### config.mk
export PLATFORM = sky130hd
export DESIGN_NAME = af_filter_cal
export DESIGN_NICKNAME = d
export VERILOG_FILES = /design/src/af_pkg.sv /design/src/af_filter_cal.sv
export VERILOG_INCLUDE_DIRS = /design/src
export SDC_FILE = /design/constraint.sdc
export NUM_CORES = 2
export LEC_CHECK = 0
export ABC_AREA = 0
export BUFFER_PORTS_ARGS = -buffer_cell sky130_fd_sc_hd__clkbuf_2
export CAP_MARGIN = 15
export CORE_UTILIZATION = 55
export CTS_BUF_LIST = sky130_fd_sc_hd__clkbuf_4 sky130_fd_sc_hd__clkbuf_8 sky130_fd_sc_hd__clkbuf_16
export CTS_CLUSTER_DIAMETER = 30
export DETAILED_ROUTE_END_ITERATION = 16
export GPL_TIMING_DRIVEN = 0
export PLACE_DENSITY = 0.84
export RECOVER_POWER = 25
export SYNTH_ARGS = -nofsm -noshare
export SYNTH_HDL_FRONTEND = slang
export SYNTH_SLANG_ARGS = --single-unit
### constraint.sdc
create_clock -name pclk -period 26.1 [get_ports pclk]
set_input_delay 2.61 -clock pclk [delete_from_list [all_inputs] [get_ports pclk]]
set_output_delay 2.61 -clock pclk [all_outputs]
set_load 0.005 [all_outputs]
### src/af_defines.svh
// Constants for the auxiliary channel filter and calibration block.
// Assumes a 125 MHz pclk; included by the design file by its bare name.
`ifndef AF_DEFINES_SVH
`define AF_DEFINES_SVH

// ----------------------------------------------------------------
// Register byte offsets and result register indices on the APB side
// ----------------------------------------------------------------
`define AF_CTRL_OFS 8'h00
`define AF_OFFSET_OFS 8'h04
`define AF_GAIN_OFS 8'h08
`define AF_STATUS_OFS 8'h0c
`define AF_RESULT_FIRST_IDX 8'h10
`define AF_RESULT_LAST_IDX 8'h1f

// ----------------------------------------------------------------
// Field positions and reset values
// ----------------------------------------------------------------
`define AF_CTRL_OSR_LSB 0
`define AF_STATUS_BUSY_BIT 0
`define AF_STATUS_STEP_LSB 4
`define AF_OSR_RESET 2'h0
`define AF_OFFSET_RESET 16'h0000
`define AF_GAIN_RESET 16'h0000

// ----------------------------------------------------------------
// Timing: conversion lengths in pclk cycles per oversampling select
// ----------------------------------------------------------------
`define AF_MOD_DIV 2
`define AF_SINC3_DEC 7'h40
`define AF_SINC3_SETTLE 4'h2
`define AF_CONV_OSR64 11'h180
`define AF_CONV_OSR128 11'h200
`define AF_CONV_OSR256 11'h300
`define AF_CONV_OSR512 11'h500

// ----------------------------------------------------------------
// Code limits and calibration scaling
// ----------------------------------------------------------------
`define AF_POS_FS16 38'sh0000007fff
`define AF_NEG_FS16 38'sh3fffff8000
`define AF_POS_FS24 32'sh007fffff
`define AF_NEG_FS24 32'shff800000
`define AF_GAIN_UNITY 18'h10000
`define AF_ROUND_HALF 38'sh0000008000
`define AF_GAIN_FRAC 16
`define AF_SHIFT_BASE 3'h3

`endif

### src/af_pkg.sv
// Types for the auxiliary channel filter and calibration block.
// Assumes the constants of af_defines.svh are visible to its users.
package af_pkg;

    // Conversion sequencing
    typedef enum logic [0:0] {
        AF_IDLE,
        AF_CONVERT
    } af_state_type;

    // Positive selector choices
    typedef enum logic [3:0] {
        AF_POS_IN0, AF_POS_IN1, AF_POS_IN2, AF_POS_IN3,
        AF_POS_IN4, AF_POS_IN5, AF_POS_IN6, AF_POS_IN7,
        AF_POS_TEMP, AF_POS_SHORT, AF_POS_TEST_DAC, AF_POS_SUP_APWR,
        AF_POS_SUP_DPWR, AF_POS_SUP_AVDD, AF_POS_SUP_IOVDD, AF_POS_SUP_DVDD
    } af_pos_type;

    // Amplifier gain codes
    typedef enum logic [1:0] {
        AF_GAIN_X1,
        AF_GAIN_X2,
        AF_GAIN_X4,
        AF_GAIN_X4_ALT
    } af_gain_type;

    // Whole state of the block
    typedef struct packed {
        af_state_type state;
        logic [10:0] cnt;
        logic [3:0] dec;
        logic [1:0] osr;
        logic [15:0] offset;
        logic [15:0] gain;
        logic [3:0] step;
        logic [3:0] last_step;
        af_pos_type pos_sel;
        logic neg_sel;
        af_gain_type gsel;
        logic [20:0] i1;
        logic [20:0] i2;
        logic [20:0] i3;
        logic [20:0] d1;
        logic [20:0] d2;
        logic [20:0] d3;
        logic [23:0] acc;
        logic [15:0][15:0] result;
        logic [31:0] prdata;
        logic done;
        logic [23:0] cur_code;
    } af_reg_type;

endpackage

### src/af_filter_cal.sv
// Auxiliary converter back end: input selection, single-shot sinc3/sinc1
// decimation, offset and gain correction, result registers on APB, and the
// 24-bit current-channel code clipper.
// Assumes an external sequencer pulses step_start once per step and waits
// for step_done; the modulator bit is valid on cycles flagged mod_clk_en.
// Register accesses never stall: pready is tied high.
// Changing the oversampling select mid-conversion changes its length.
//
// Function
// - Current result is 24-bit two's complement, clipped at 7FFFFFh and 800000h.
// - Amplifier inputs follow the positive and negative selects of the active step.
// - Positive choices: eight inputs, temp sensor, ground short, test DAC, supplies.
// - Non-pin positive choice disconnects inputs and forces negative to ground.
// - Two-bit gain select per step gives gain 1, 2 or 4.
// - Unipolar single-ended results use only codes 0000h to 7FFFh.
// - Modulator runs at half the main clock; timing derives from it.
// - Single-shot conversions from the sequencer; filter cleared at each start.
// - Only fully settled results are delivered; earlier outputs are dropped.
// - OSR 64 is pure sinc3; 128/256/512 add sinc1 over 2, 4, 8 outputs.
// - Conversion lasts 384, 512, 768, 1280 main clocks for OSR 64 to 512.
// - One offset and gain for all steps, bypassed for temperature sensor steps.
// - Subtract signed 16-bit offset first, then multiply by gain factor.
// - Round the scaled value to 16 bits and clip at full scale.
// - Offset is two's complement and subtracted from the result.
// - Offset count weighs twice as much at gain 4 as at gain 1 or 2.
// - Gain factor is one plus the signed value over 65536.
// - Step results sit at register indices 10h to 1Fh for host reads.
// - 16-bit result is two's complement, clipped at 7FFFh and 8000h.
`timescale 1ns/1ps
`include "af_defines.svh"

module af_filter_cal (
    input wire logic pclk,
    input wire logic presetn,
    input wire logic [7:0] paddr,
    input wire logic psel,
    input wire logic penable,
    input wire logic pwrite,
    input wire logic [31:0] pwdata,
    output logic [31:0] prdata,
    output logic pready,
    output logic pslverr,
    input wire logic step_start,
    input wire logic [3:0] step_index,
    input wire logic [3:0] step_positive_select,
    input wire logic step_negative_select,
    input wire logic [1:0] step_gain_select,
    input wire logic mod_bit,
    output logic [3:0] aux_input_selector_pos,
    output logic aux_input_selector_neg,
    output logic analog_inputs_connected,
    output logic [1:0] pga_gain,
    output logic mod_clk_en,
    output logic step_done,
    output logic aux_busy,
    input wire logic cur_valid,
    input wire logic [31:0] cur_value,
    output logic [23:0] cur_code
);

    // ----------------------------------------------------------------
    // Helpers
    // ----------------------------------------------------------------

    // Clip a wide signed value to the 16-bit code range
    function automatic logic [15:0] sat16(input logic signed [37:0] v);
        logic [15:0] res;
        // In-range values keep their low 16 bits
        res = v[15:0];
        if (v > `AF_POS_FS16) begin
            res = 16'h7fff;
        end else if (v < `AF_NEG_FS16) begin
            res = 16'h8000;
        end
        return res;
    endfunction

    // Conversion length in pclk cycles for an oversampling select
    function automatic logic [10:0] conv_len(input logic [1:0] osr);
        logic [10:0] res;
        // Two settling sinc3 periods plus the sinc1 average
        res = `AF_CONV_OSR64;
        unique case (osr)
            2'h0: res = `AF_CONV_OSR64;
            2'h1: res = `AF_CONV_OSR128;
            2'h2: res = `AF_CONV_OSR256;
            2'h3: res = `AF_CONV_OSR512;
        endcase
        return res;
    endfunction

    // ----------------------------------------------------------------
    // State
    // ----------------------------------------------------------------

    af_pkg::af_reg_type r;
    af_pkg::af_reg_type n;

    // Sinc3 and sinc1 datapath
    logic [20:0] x;
    logic [20:0] i1_n;
    logic [20:0] i2_n;
    logic [20:0] i3_n;
    logic [20:0] c1;
    logic [20:0] c2;
    logic [20:0] c3;
    logic [23:0] acc_n;
    logic dec_tick;
    logic last;
    logic [2:0] shamt;
    logic signed [37:0] raw_wide;
    logic [15:0] raw16;

    // Offset and gain correction
    logic [17:0] off_eff;
    logic [18:0] diff;
    logic [17:0] factor;
    logic signed [36:0] prod;
    logic signed [37:0] rounded;
    logic [15:0] corrected;
    logic is_temp;

    // Register bus decode
    logic setup;
    logic access;
    logic mapped;
    logic [7:0] idx;
    logic is_result;
    logic [31:0] rdata;

    // Current channel
    logic signed [31:0] cur_s;

    // ----------------------------------------------------------------
    // APB decode
    // ----------------------------------------------------------------

    // Result registers sit at byte address four times their index
    assign idx = {2'h0, paddr[7:2]};
    assign is_result = (paddr[1:0] == 2'h0) && (idx >= `AF_RESULT_FIRST_IDX)
        && (idx <= `AF_RESULT_LAST_IDX);
    // Every decoded register answers without error
    assign mapped = is_result || (paddr == `AF_CTRL_OFS) || (paddr == `AF_OFFSET_OFS)
        || (paddr == `AF_GAIN_OFS) || (paddr == `AF_STATUS_OFS);
    // Bus phases
    assign setup = psel && !penable;
    assign access = psel && penable;

    // Zero-wait slave; unmapped addresses answer with an error
    assign pready = 1'b1;
    assign pslverr = access && !mapped;

    // Read mux, captured in the setup cycle
    always_comb begin
        // Unmapped addresses read as zero
        rdata = 32'h0000_0000;
        if (is_result) begin
            rdata = {16'h0000, r.result[idx[3:0]]};
        end else if (paddr == `AF_CTRL_OFS) begin
            rdata = {30'h0000_0000, r.osr};
        end else if (paddr == `AF_OFFSET_OFS) begin
            rdata = {16'h0000, r.offset};
        end else if (paddr == `AF_GAIN_OFS) begin
            rdata = {16'h0000, r.gain};
        end else if (paddr == `AF_STATUS_OFS) begin
            rdata = {24'h00_0000, r.last_step, 3'h0, r.state == af_pkg::AF_CONVERT};
        end
    end

    // ----------------------------------------------------------------
    // Filter and calibration datapath
    // ----------------------------------------------------------------

    // Sinc3 integrators on each modulator sample, combs on each decimation
    always_comb begin
        // Modulator bit as +1 or -1
        x = mod_bit ? 21'h000001 : 21'h1fffff;
        // Three cascaded integrators
        i1_n = r.i1 + x;
        i2_n = r.i2 + i1_n;
        i3_n = r.i3 + i2_n;
        // Combs see the integrator value of this sample
        c1 = i3_n - r.d1;
        c2 = c1 - r.d2;
        c3 = c2 - r.d3;
        // A sinc3 output falls due after every 64th sample
        dec_tick = r.cnt[0] && (r.cnt[7:1] % `AF_SINC3_DEC == 7'h3f);
        // Sinc1 sum of settled sinc3 outputs
        acc_n = r.acc + {{3{c3[20]}}, c3};
        // Last modulator sample of the conversion
        last = (r.cnt == conv_len(r.osr) - 11'h001);
        // Shift grows with the number of summed outputs
        shamt = `AF_SHIFT_BASE + {1'b0, r.osr};
        raw_wide = $signed({{14{acc_n[23]}}, acc_n}) >>> shamt;
        raw16 = sat16(raw_wide);
    end

    // Offset subtraction, gain scaling, rounding and clipping
    always_comb begin
        is_temp = (r.pos_sel == af_pkg::AF_POS_TEMP);
        // One offset count is two codes at gain 4, one otherwise
        if (r.gsel == af_pkg::AF_GAIN_X4 || r.gsel == af_pkg::AF_GAIN_X4_ALT) begin
            off_eff = {r.offset[15], r.offset, 1'b0};
        end else begin
            off_eff = {{2{r.offset[15]}}, r.offset};
        end
        // Offset subtracted first, in signed arithmetic
        diff = {{3{raw16[15]}}, raw16} - {off_eff[17], off_eff};
        // Unity plus the signed correction, 16 fraction bits
        factor = `AF_GAIN_UNITY + {{2{r.gain[15]}}, r.gain};
        // Signed product of difference and factor
        prod = $signed(diff) * $signed(factor);
        // Round half up, then drop the fraction bits
        rounded = ($signed({prod[36], prod}) + `AF_ROUND_HALF) >>> `AF_GAIN_FRAC;
        // Temperature steps keep the raw code
        corrected = is_temp ? raw16 : sat16(rounded);
    end

    // Current-channel code clipping
    assign cur_s = $signed(cur_value);

    // ----------------------------------------------------------------
    // Next state
    // ----------------------------------------------------------------

    always_comb begin
        // Hold everything; done is a one-cycle pulse
        n = r;
        n.done = 1'b0;

        // Register writes take effect in the access phase
        if (access && pwrite) begin
            if (paddr == `AF_CTRL_OFS) begin
                n.osr = pwdata[`AF_CTRL_OSR_LSB +: 2];
            end else if (paddr == `AF_OFFSET_OFS) begin
                n.offset = pwdata[15:0];
            end else if (paddr == `AF_GAIN_OFS) begin
                n.gain = pwdata[15:0];
            end
        end
        // Read data captured in setup so it stands in access
        if (setup) begin
            n.prdata = rdata;
        end

        // Conversion sequencing
        unique case (r.state)
            af_pkg::AF_IDLE: begin
                // A start is taken only while idle
                if (step_start) begin
                    n.state = af_pkg::AF_CONVERT;
                    n.step = step_index;
                    n.pos_sel = af_pkg::af_pos_type'(step_positive_select);
                    n.neg_sel = step_negative_select;
                    n.gsel = af_pkg::af_gain_type'(step_gain_select);
                    n.cnt = 11'h000;
                    n.dec = 4'h0;
                    // Filter history cleared for every conversion
                    n.i1 = 21'h000000;
                    n.i2 = 21'h000000;
                    n.i3 = 21'h000000;
                    n.d1 = 21'h000000;
                    n.d2 = 21'h000000;
                    n.d3 = 21'h000000;
                    n.acc = 24'h00_0000;
                end
            end
            af_pkg::AF_CONVERT: begin
                // One count per main clock
                n.cnt = r.cnt + 11'h001;
                // Integrators advance on modulator samples only
                if (r.cnt[0]) begin
                    n.i1 = i1_n;
                    n.i2 = i2_n;
                    n.i3 = i3_n;
                end
                // Comb delays and sinc1 sum at each sinc3 output
                if (dec_tick) begin
                    n.d1 = i3_n;
                    n.d2 = c1;
                    n.d3 = c2;
                    n.dec = r.dec + 4'h1;
                    // The first two sinc3 outputs are not settled
                    if (r.dec >= `AF_SINC3_SETTLE) begin
                        n.acc = acc_n;
                    end
                end
                // Settled result stored as the conversion ends
                if (last) begin
                    n.state = af_pkg::AF_IDLE;
                    n.result[r.step] = corrected;
                    n.last_step = r.step;
                    n.done = 1'b1;
                end
            end
        endcase

        // Current-channel clipping
        if (cur_valid) begin
            if (cur_s > `AF_POS_FS24) begin
                n.cur_code = 24'h7fffff;
            end else if (cur_s < `AF_NEG_FS24) begin
                n.cur_code = 24'h800000;
            end else begin
                n.cur_code = cur_s[23:0];
            end
        end
    end

    // Register the state; calibration values are volatile
    // The host must reload offset and gain after any reset
    always_ff @(posedge pclk or negedge presetn) begin
        if (!presetn) begin
            r <= '0;
        end else begin
            r <= n;
        end
    end

    // ----------------------------------------------------------------
    // Outputs
    // ----------------------------------------------------------------

    // Selectors, negative forced to ground for any non-pin positive choice
    always_comb begin
        aux_input_selector_pos = r.pos_sel;
        // Pins connect only for the eight input choices
        analog_inputs_connected = (r.pos_sel <= af_pkg::AF_POS_IN7);
        aux_input_selector_neg = analog_inputs_connected ? r.neg_sel : 1'b0;
        pga_gain = r.gsel;
    end

    // Registered read data and modulator enable
    assign prdata = r.prdata;
    assign mod_clk_en = (r.state == af_pkg::AF_CONVERT) && r.cnt[0];
    // Sequencer handshake and current code
    assign step_done = r.done;
    assign aux_busy = (r.state == af_pkg::AF_CONVERT);
    assign cur_code = r.cur_code;

endmodule

== Word level (Yosys, flattened, before mapping) ==
Index checks and enable logic that the tools add are counted.
Word-level totals
  memories: 0
  output and inout bits: 69
  bits in writable memories: 0
  input bits: 91
  bits in latches: 0
  bits in read-only memories: 0
  register bits: 528
Cells by class
  eq/ne operators: 15
  add/sub/neg operators: 14
  shift operators: 1
  bitwise operators: 3
  multipliers: 1
  $lt $le $gt $ge: 13
  reduce and logical (&&, ||, !) cells: 27
  divide/modulo/power cells: 0
  multiplexer cells: 32
Operators by type and width (count)
  $pmux W150 S2: 1
  $bwmux W256: 1
  $mux W16: 11
  $mux W150: 1
  $mux W87: 1
  $mux W24: 3
  $bmux W16 S4: 1
  $demux W16 S4: 1
  $mux W32: 2
  $add A21 B21 Y21: 3
  $mux W63: 1
  $sub A21 B21 Y21: 3
  $pmux W11 S4: 1
  $gt A38 B16 Y1 const B: 1
  $lt A38 B16 Y1 const B: 1
  $sshr A24 B3 Y38: 1
  $add A36 B17 Y37 const B: 1
  $mul A18 B18 Y36: 1
  $gt A32 B24 Y1 const B: 1
  $lt A32 B24 Y1 const B: 1
  $pmux W16 S2: 1
  $add A24 B24 Y24: 1
  $gt A21 B16 Y1 const B: 1
  $lt A21 B16 Y1 const B: 1
  34 further kinds: 65

== Longest topological paths before layout ==
  depth in word-level cells: 20
  mapped depth: 107
  depth with buffers taken out: 102

== Worst setup path after synthesis ==
No wires, ideal clock.
  kind: input to register
  from: in mod_bit
  to: reg r[103] (netlist bit)
  arrival: 22999 ps
  setup time: 133 ps
  cell stages on the path: 101
  data required time: 25967 ps
  path slack: 2968 ps
  path through: inv_1 -> ha_1 -> a21o_1 -> a21oi_1 -> o21bai_1 -> a21oi_1 -> o21bai_1 -> a21oi_1 -> xnor2_1 -> ha_1 -> o21a_1 -> nor2_1 -> a31oi_1 -> xor2_1 -> ha_1 -> nand2_1 -> a211oi_1 -> o21ai_0 -> [... 65 more ...] -> inv_1 -> fa_1 -> inv_1 -> ha_1 -> a21o_1 -> a21o_1 -> a21oi_1 -> o21ai_0 -> o211ai_1 -> a21oi_1 -> o211a_1 -> nor4_1 -> a21oi_1 -> nor2_1 -> buf_2 -> a22o_1 -> clkbuf_1 -> o21ai_0
On the way
  longest elaborated chain between the ends: 20
  elaborated cells between the ends (all ways): 22
  classes of those cells: add/sub (9); mul (1); order compare (4); shift (1); mux (7)
RTL lines
  start, declared: RTL line af_filter_cal.sv:48  | input wire logic mod_bit,
  $mux W21 *: RTL line af_filter_cal.sv:177  | x = mod_bit ? 21'h000001 : 21'h1fffff;
  $add A21 B21 Y21 *: RTL line af_filter_cal.sv:179  | i1_n = r.i1 + x;
  $add A21 B21 Y21 *: RTL line af_filter_cal.sv:180  | i2_n = r.i2 + i1_n;
  $add A21 B21 Y21 *: RTL line af_filter_cal.sv:181  | i3_n = r.i3 + i2_n;
  $sub A21 B21 Y21 *: RTL line af_filter_cal.sv:183  | c1 = i3_n - r.d1;
  $sub A21 B21 Y21 *: RTL line af_filter_cal.sv:184  | c2 = c1 - r.d2;
  $sub A21 B21 Y21 *: RTL line af_filter_cal.sv:185  | c3 = c2 - r.d3;
  $add A24 B24 Y24 *: RTL line af_filter_cal.sv:189  | acc_n = r.acc + {{3{c3[20]}}, c3};
  [... 4 more ...]
  $sub A16 B17 Y18: RTL line af_filter_cal.sv:208  | diff = {{3{raw16[15]}}, raw16} - {off_eff[17], off_eff};
  $mul A18 B18 Y36: RTL line af_filter_cal.sv:212  | prod = $signed(diff) * $signed(factor);
  $add A36 B17 Y37 (no source line)
  $lt A21 B16 Y1 (no source line)
  $mux W16: RTL line af_filter_cal.sv:72  | end else if (v < `AF_NEG_FS16) begin
  $mux W16: RTL line af_filter_cal.sv:70  | if (v > `AF_POS_FS16) begin
  $mux W16 *: RTL line af_filter_cal.sv:216  | corrected = is_temp ? raw16 : sat16(rounded);
  $bwmux W256 *: RTL line af_filter_cal.sv:291  | n.result[r.step] = corrected;
  end signal, assigned: RTL line af_filter_cal.sv:316  | r <= n;
  end, declared: RTL line af_filter_cal.sv:96  | af_pkg::af_reg_type r;
Every way passes the cells marked *; elsewhere a longest branch is shown, timed or not.
A chain may end at the register's enable or synchronous reset.

== Worst setup path after layout ==
  from: in mod_bit
  to: reg r[154] (netlist bit)
Same word-level chain as after synthesis.

==> summary.txt <==
Outcome
  – Status: finished, violations left
  – Failing checks: max-capacitance violations, max-slew violations

STA
  – Final Critical Period: between 20 and 25 ns
  – Max Slew Vio Count: about 320
  – Worst slew margin: -304%
  – Worst Slack Setup Final: 1.20 ns
  – Final Hold Viols: 0
  – Layout Skew: 0.0381 ns
  – Max Fclk: ~40 MHz
  – Worst-margin pin slew: 6.06 ns
  – Setup TNS Final: 0 ns
  – Endpoints failing setup: 0
  – Final Cycle Share: between 90 and 100%

Drt
  – Vias after detailed routing: 33.8k
  – TritonRoute pass-1 iters: 6
  – DRC: 0
  – Total Wirelength: 115 mm
  – Post-DR vias/cell: 5.88
  – Drt wl/cell: 20.0 microns
  – Final antenna-violating net count: 0
  – Iter 0 DRT Violations: 2913

Synth
  – Yosys top cell by area: dfrtp_1
  – EDFF count, synth: 0
  – #FFs+latches synth: 512
  – Post-synthesis cell area: 0.0424 sq mm
  – Yosys warns: 0
  – Share of the synthesized area in the top cell type: 30.2%
  – Post-synthesis sequential area ratio: 30.2%
  – Post-synthesis cell type count: 86
  – Mean Syn Cell Area: between 9 and 10 sq um
  – Area contributors post-synth: dfrtp_1 (30%), fa_1 (14%), ha_1 (8.6%)
  – FFs w/ async S/R, synth: 100%
  – Dominant synthesized flop cell: dfrtp_1
  – Synthesized instance count: 4355

Critical path
  – Worst Setup Start Kind: input pin
  – Critical path arrival: 25.49 ns
  – Critical path type: in2reg
  – Critical path data required time: 26.69 ns
  – Cells on worst reg2reg path: roughly 100
  – Critical path's slowest cell: fa_1
  – CP max stage delay: 0.55 ns
  – CP max FO: 10
  – Critical Path End Type: register

Clocking
  – CTS Buf Count: 95
  – H-tree depth: 3
  – Num Clock Sinks: 512
  – CTS tree: yes
  – Clk buf depth: 3
  – Clock Pin Slew Worst Setup and Hold Paths: 0.05 ns
  – Cell at the root of the clock tree: clkbuf_16
  – Clk_lat worst skew: approximately 0.67 ns

GRT
  – Global-route wire length before repair: 186 mm
  – Largest net degree at the start of global routing: between 100 and 150
  – All-Layer GR Usage: 29.9%
  – Initial antenna violation count: 3
  – Vias in the first global route: 35.3k
  – Grt total ovfl: 0

Die
  – Top Ports: 160
  – # rows: a little over 100
  – Die footprint: 0.0782 sq mm
  – Initial cell density of the core: 55.7%
  – Std-Cell Core Area: 0.0761 sq mm
  – Die height: 280 microns
  – Die width: around 280 microns

Placed design
  – DP Wirelength: 84.5 mm
  – Placer Congestion: 0.959
  – Placed Area: 0.0445 sq mm
  – I/O Buffers: 122
  – Pre-CTS setup slack: -1.67 ns

Final layout
  – # fillers: 5794
  – Area growth syn-to-layout: 14.0%
  – Commonest non-fill, non-tap cell in the layout: inv_1
  – Most frequent cells in the layout: inv_1 (525), nand2_1 (521), dfrtp_1 (512)
  – Total Nets Final: 5304
  – Final Cell Area: 0.0483 sq mm
  – Share of layout cells above drive strength 1: 16.3%

Min path
  – Worst min path class: reg2reg
  – Hold depth: 2

Job
  – Max-Cap Viols: 4
==> area by class of cell <==
cell class | instances | area, sq um | area share (%)
Multi-Input combinational cell | 3047 | 26400 | 54.7
Sequential cell | 512 | 12800 | 26.5
Clock buffer | 111 | 2560 | 5.31
Inverter | 529 | 2000 | 4.14
Buffer | 284 | 1390 | 2.89
Tap cell | 1030 | 1290 | 2.67
Timing Repair Buffer | 159 | 937 | 1.94
Clock inverter | 67 | 855 | 1.77
Antenna cell | 2 | 5.00 | 0.0104
==> per-stage QoR <==
stage	utilization [%]	hold slack, ns	std cells
2_1_floorplan	-	0.433	4372
3_3_place_gp	58.3	0.451	5524
3_5_place_dp	58.5	0.465	5530
4_1_cts	63.0	0.476	5710
5_1_grt	63.5	0.498	5741
6_report	63.5	0.473	5741
==> path summary, 6_finish.rpt <==
kind / from / end / slack (ns)
max: mod_bit / r[154] / 1.20
min: r[171] / r[171] / 0.47
max reg2reg: r[442] / r[154] / 3.04
min reg2reg: r[171] / r[171] / 0.47
max in group asynchronous: presetn / r[81] / 14.96
min in group asynchronous: presetn / cur_code[15] / 2.44
==> cells in the mapped netlist, drive strengths merged, types with 8 or more instances <==
cell type,instances
nand4,19
a21oi,151
and2,137
and3,23
nand2,521
mux4,83
or3,14
inv,529
a22oi,16
buf,99
clkbuf,185
a22o,68
a21o,55
xor2,50
nand2b,34
a31oi,19
nor4,13
a211oi,14
mux2i,39
o211a,8
nand3,58
o21bai,21
dfrtp,512
xnor2,115
a222oi,10
o211ai,12
nor3,34
o31ai,54
o21a,26
a21boi,16
fa,294
nor2,186
mux2,207
ha,291
o21ai,290
o22ai,24
nor2b,40
==> state kept, by name, summed over array words and instances (netlist names) <==
| name | cells |
|---|---|
| pga_gain | 2 |
| cur_code | 24 |
| step_done | 1 |
| r | 464 |
| aux_busy | 1 |
| prdata | 16 |
| aux_input_selector_pos | 4 |
==> repair_timing <==
| action | in CTS | in global routing |
|---|---|---|
| setup endpoints to repair | 256 | 256 |
| buffers inserted | 2 | 27 |
| pin swaps | 0 | 12 |
| hold buffers | 0 | 0 |
| gates resized for setup | 6 | 59 |
==> cell families (layout without fill, tap and decap cells) <==
group                    Yosys count  count (layout)  share of synthesized area, %
AND/OR/NAND/NOR                 1109            1109                          12.1
AO/OA/AOI/OAI                    837             837                          12.9
buffers and inverters            813            1150                          7.92
adder cells (fa/ha/maj)          585             585                          22.5
flip-flops                       512             512                          30.2
multiplexers                     329             329                          10.8
XOR/XNOR                         168             168                          3.58
other                              2              21                        0.0177
==> layer usage <==
layer	GRT usage (%)	share of wire [%]
met5	0	0
met1	38.3	40
met4	14.3	4.9
met2	48.2	47
met3	6.46	8.5
==> critical path, delay by kind of cell <==
family | cells | cell delay (ns)
compound gates | 40 | 7.85
xor+xnor | 8 | 2.09
fa+ha+maj | 15 | 6.09
buf+inv | 17 | 2.55
mux | 2 | 0.33
simple gates | 16 | 3.94
Power is not shown: default switching activity piles up to over one toggle a cycle in this logic, so the estimate is an artifact.
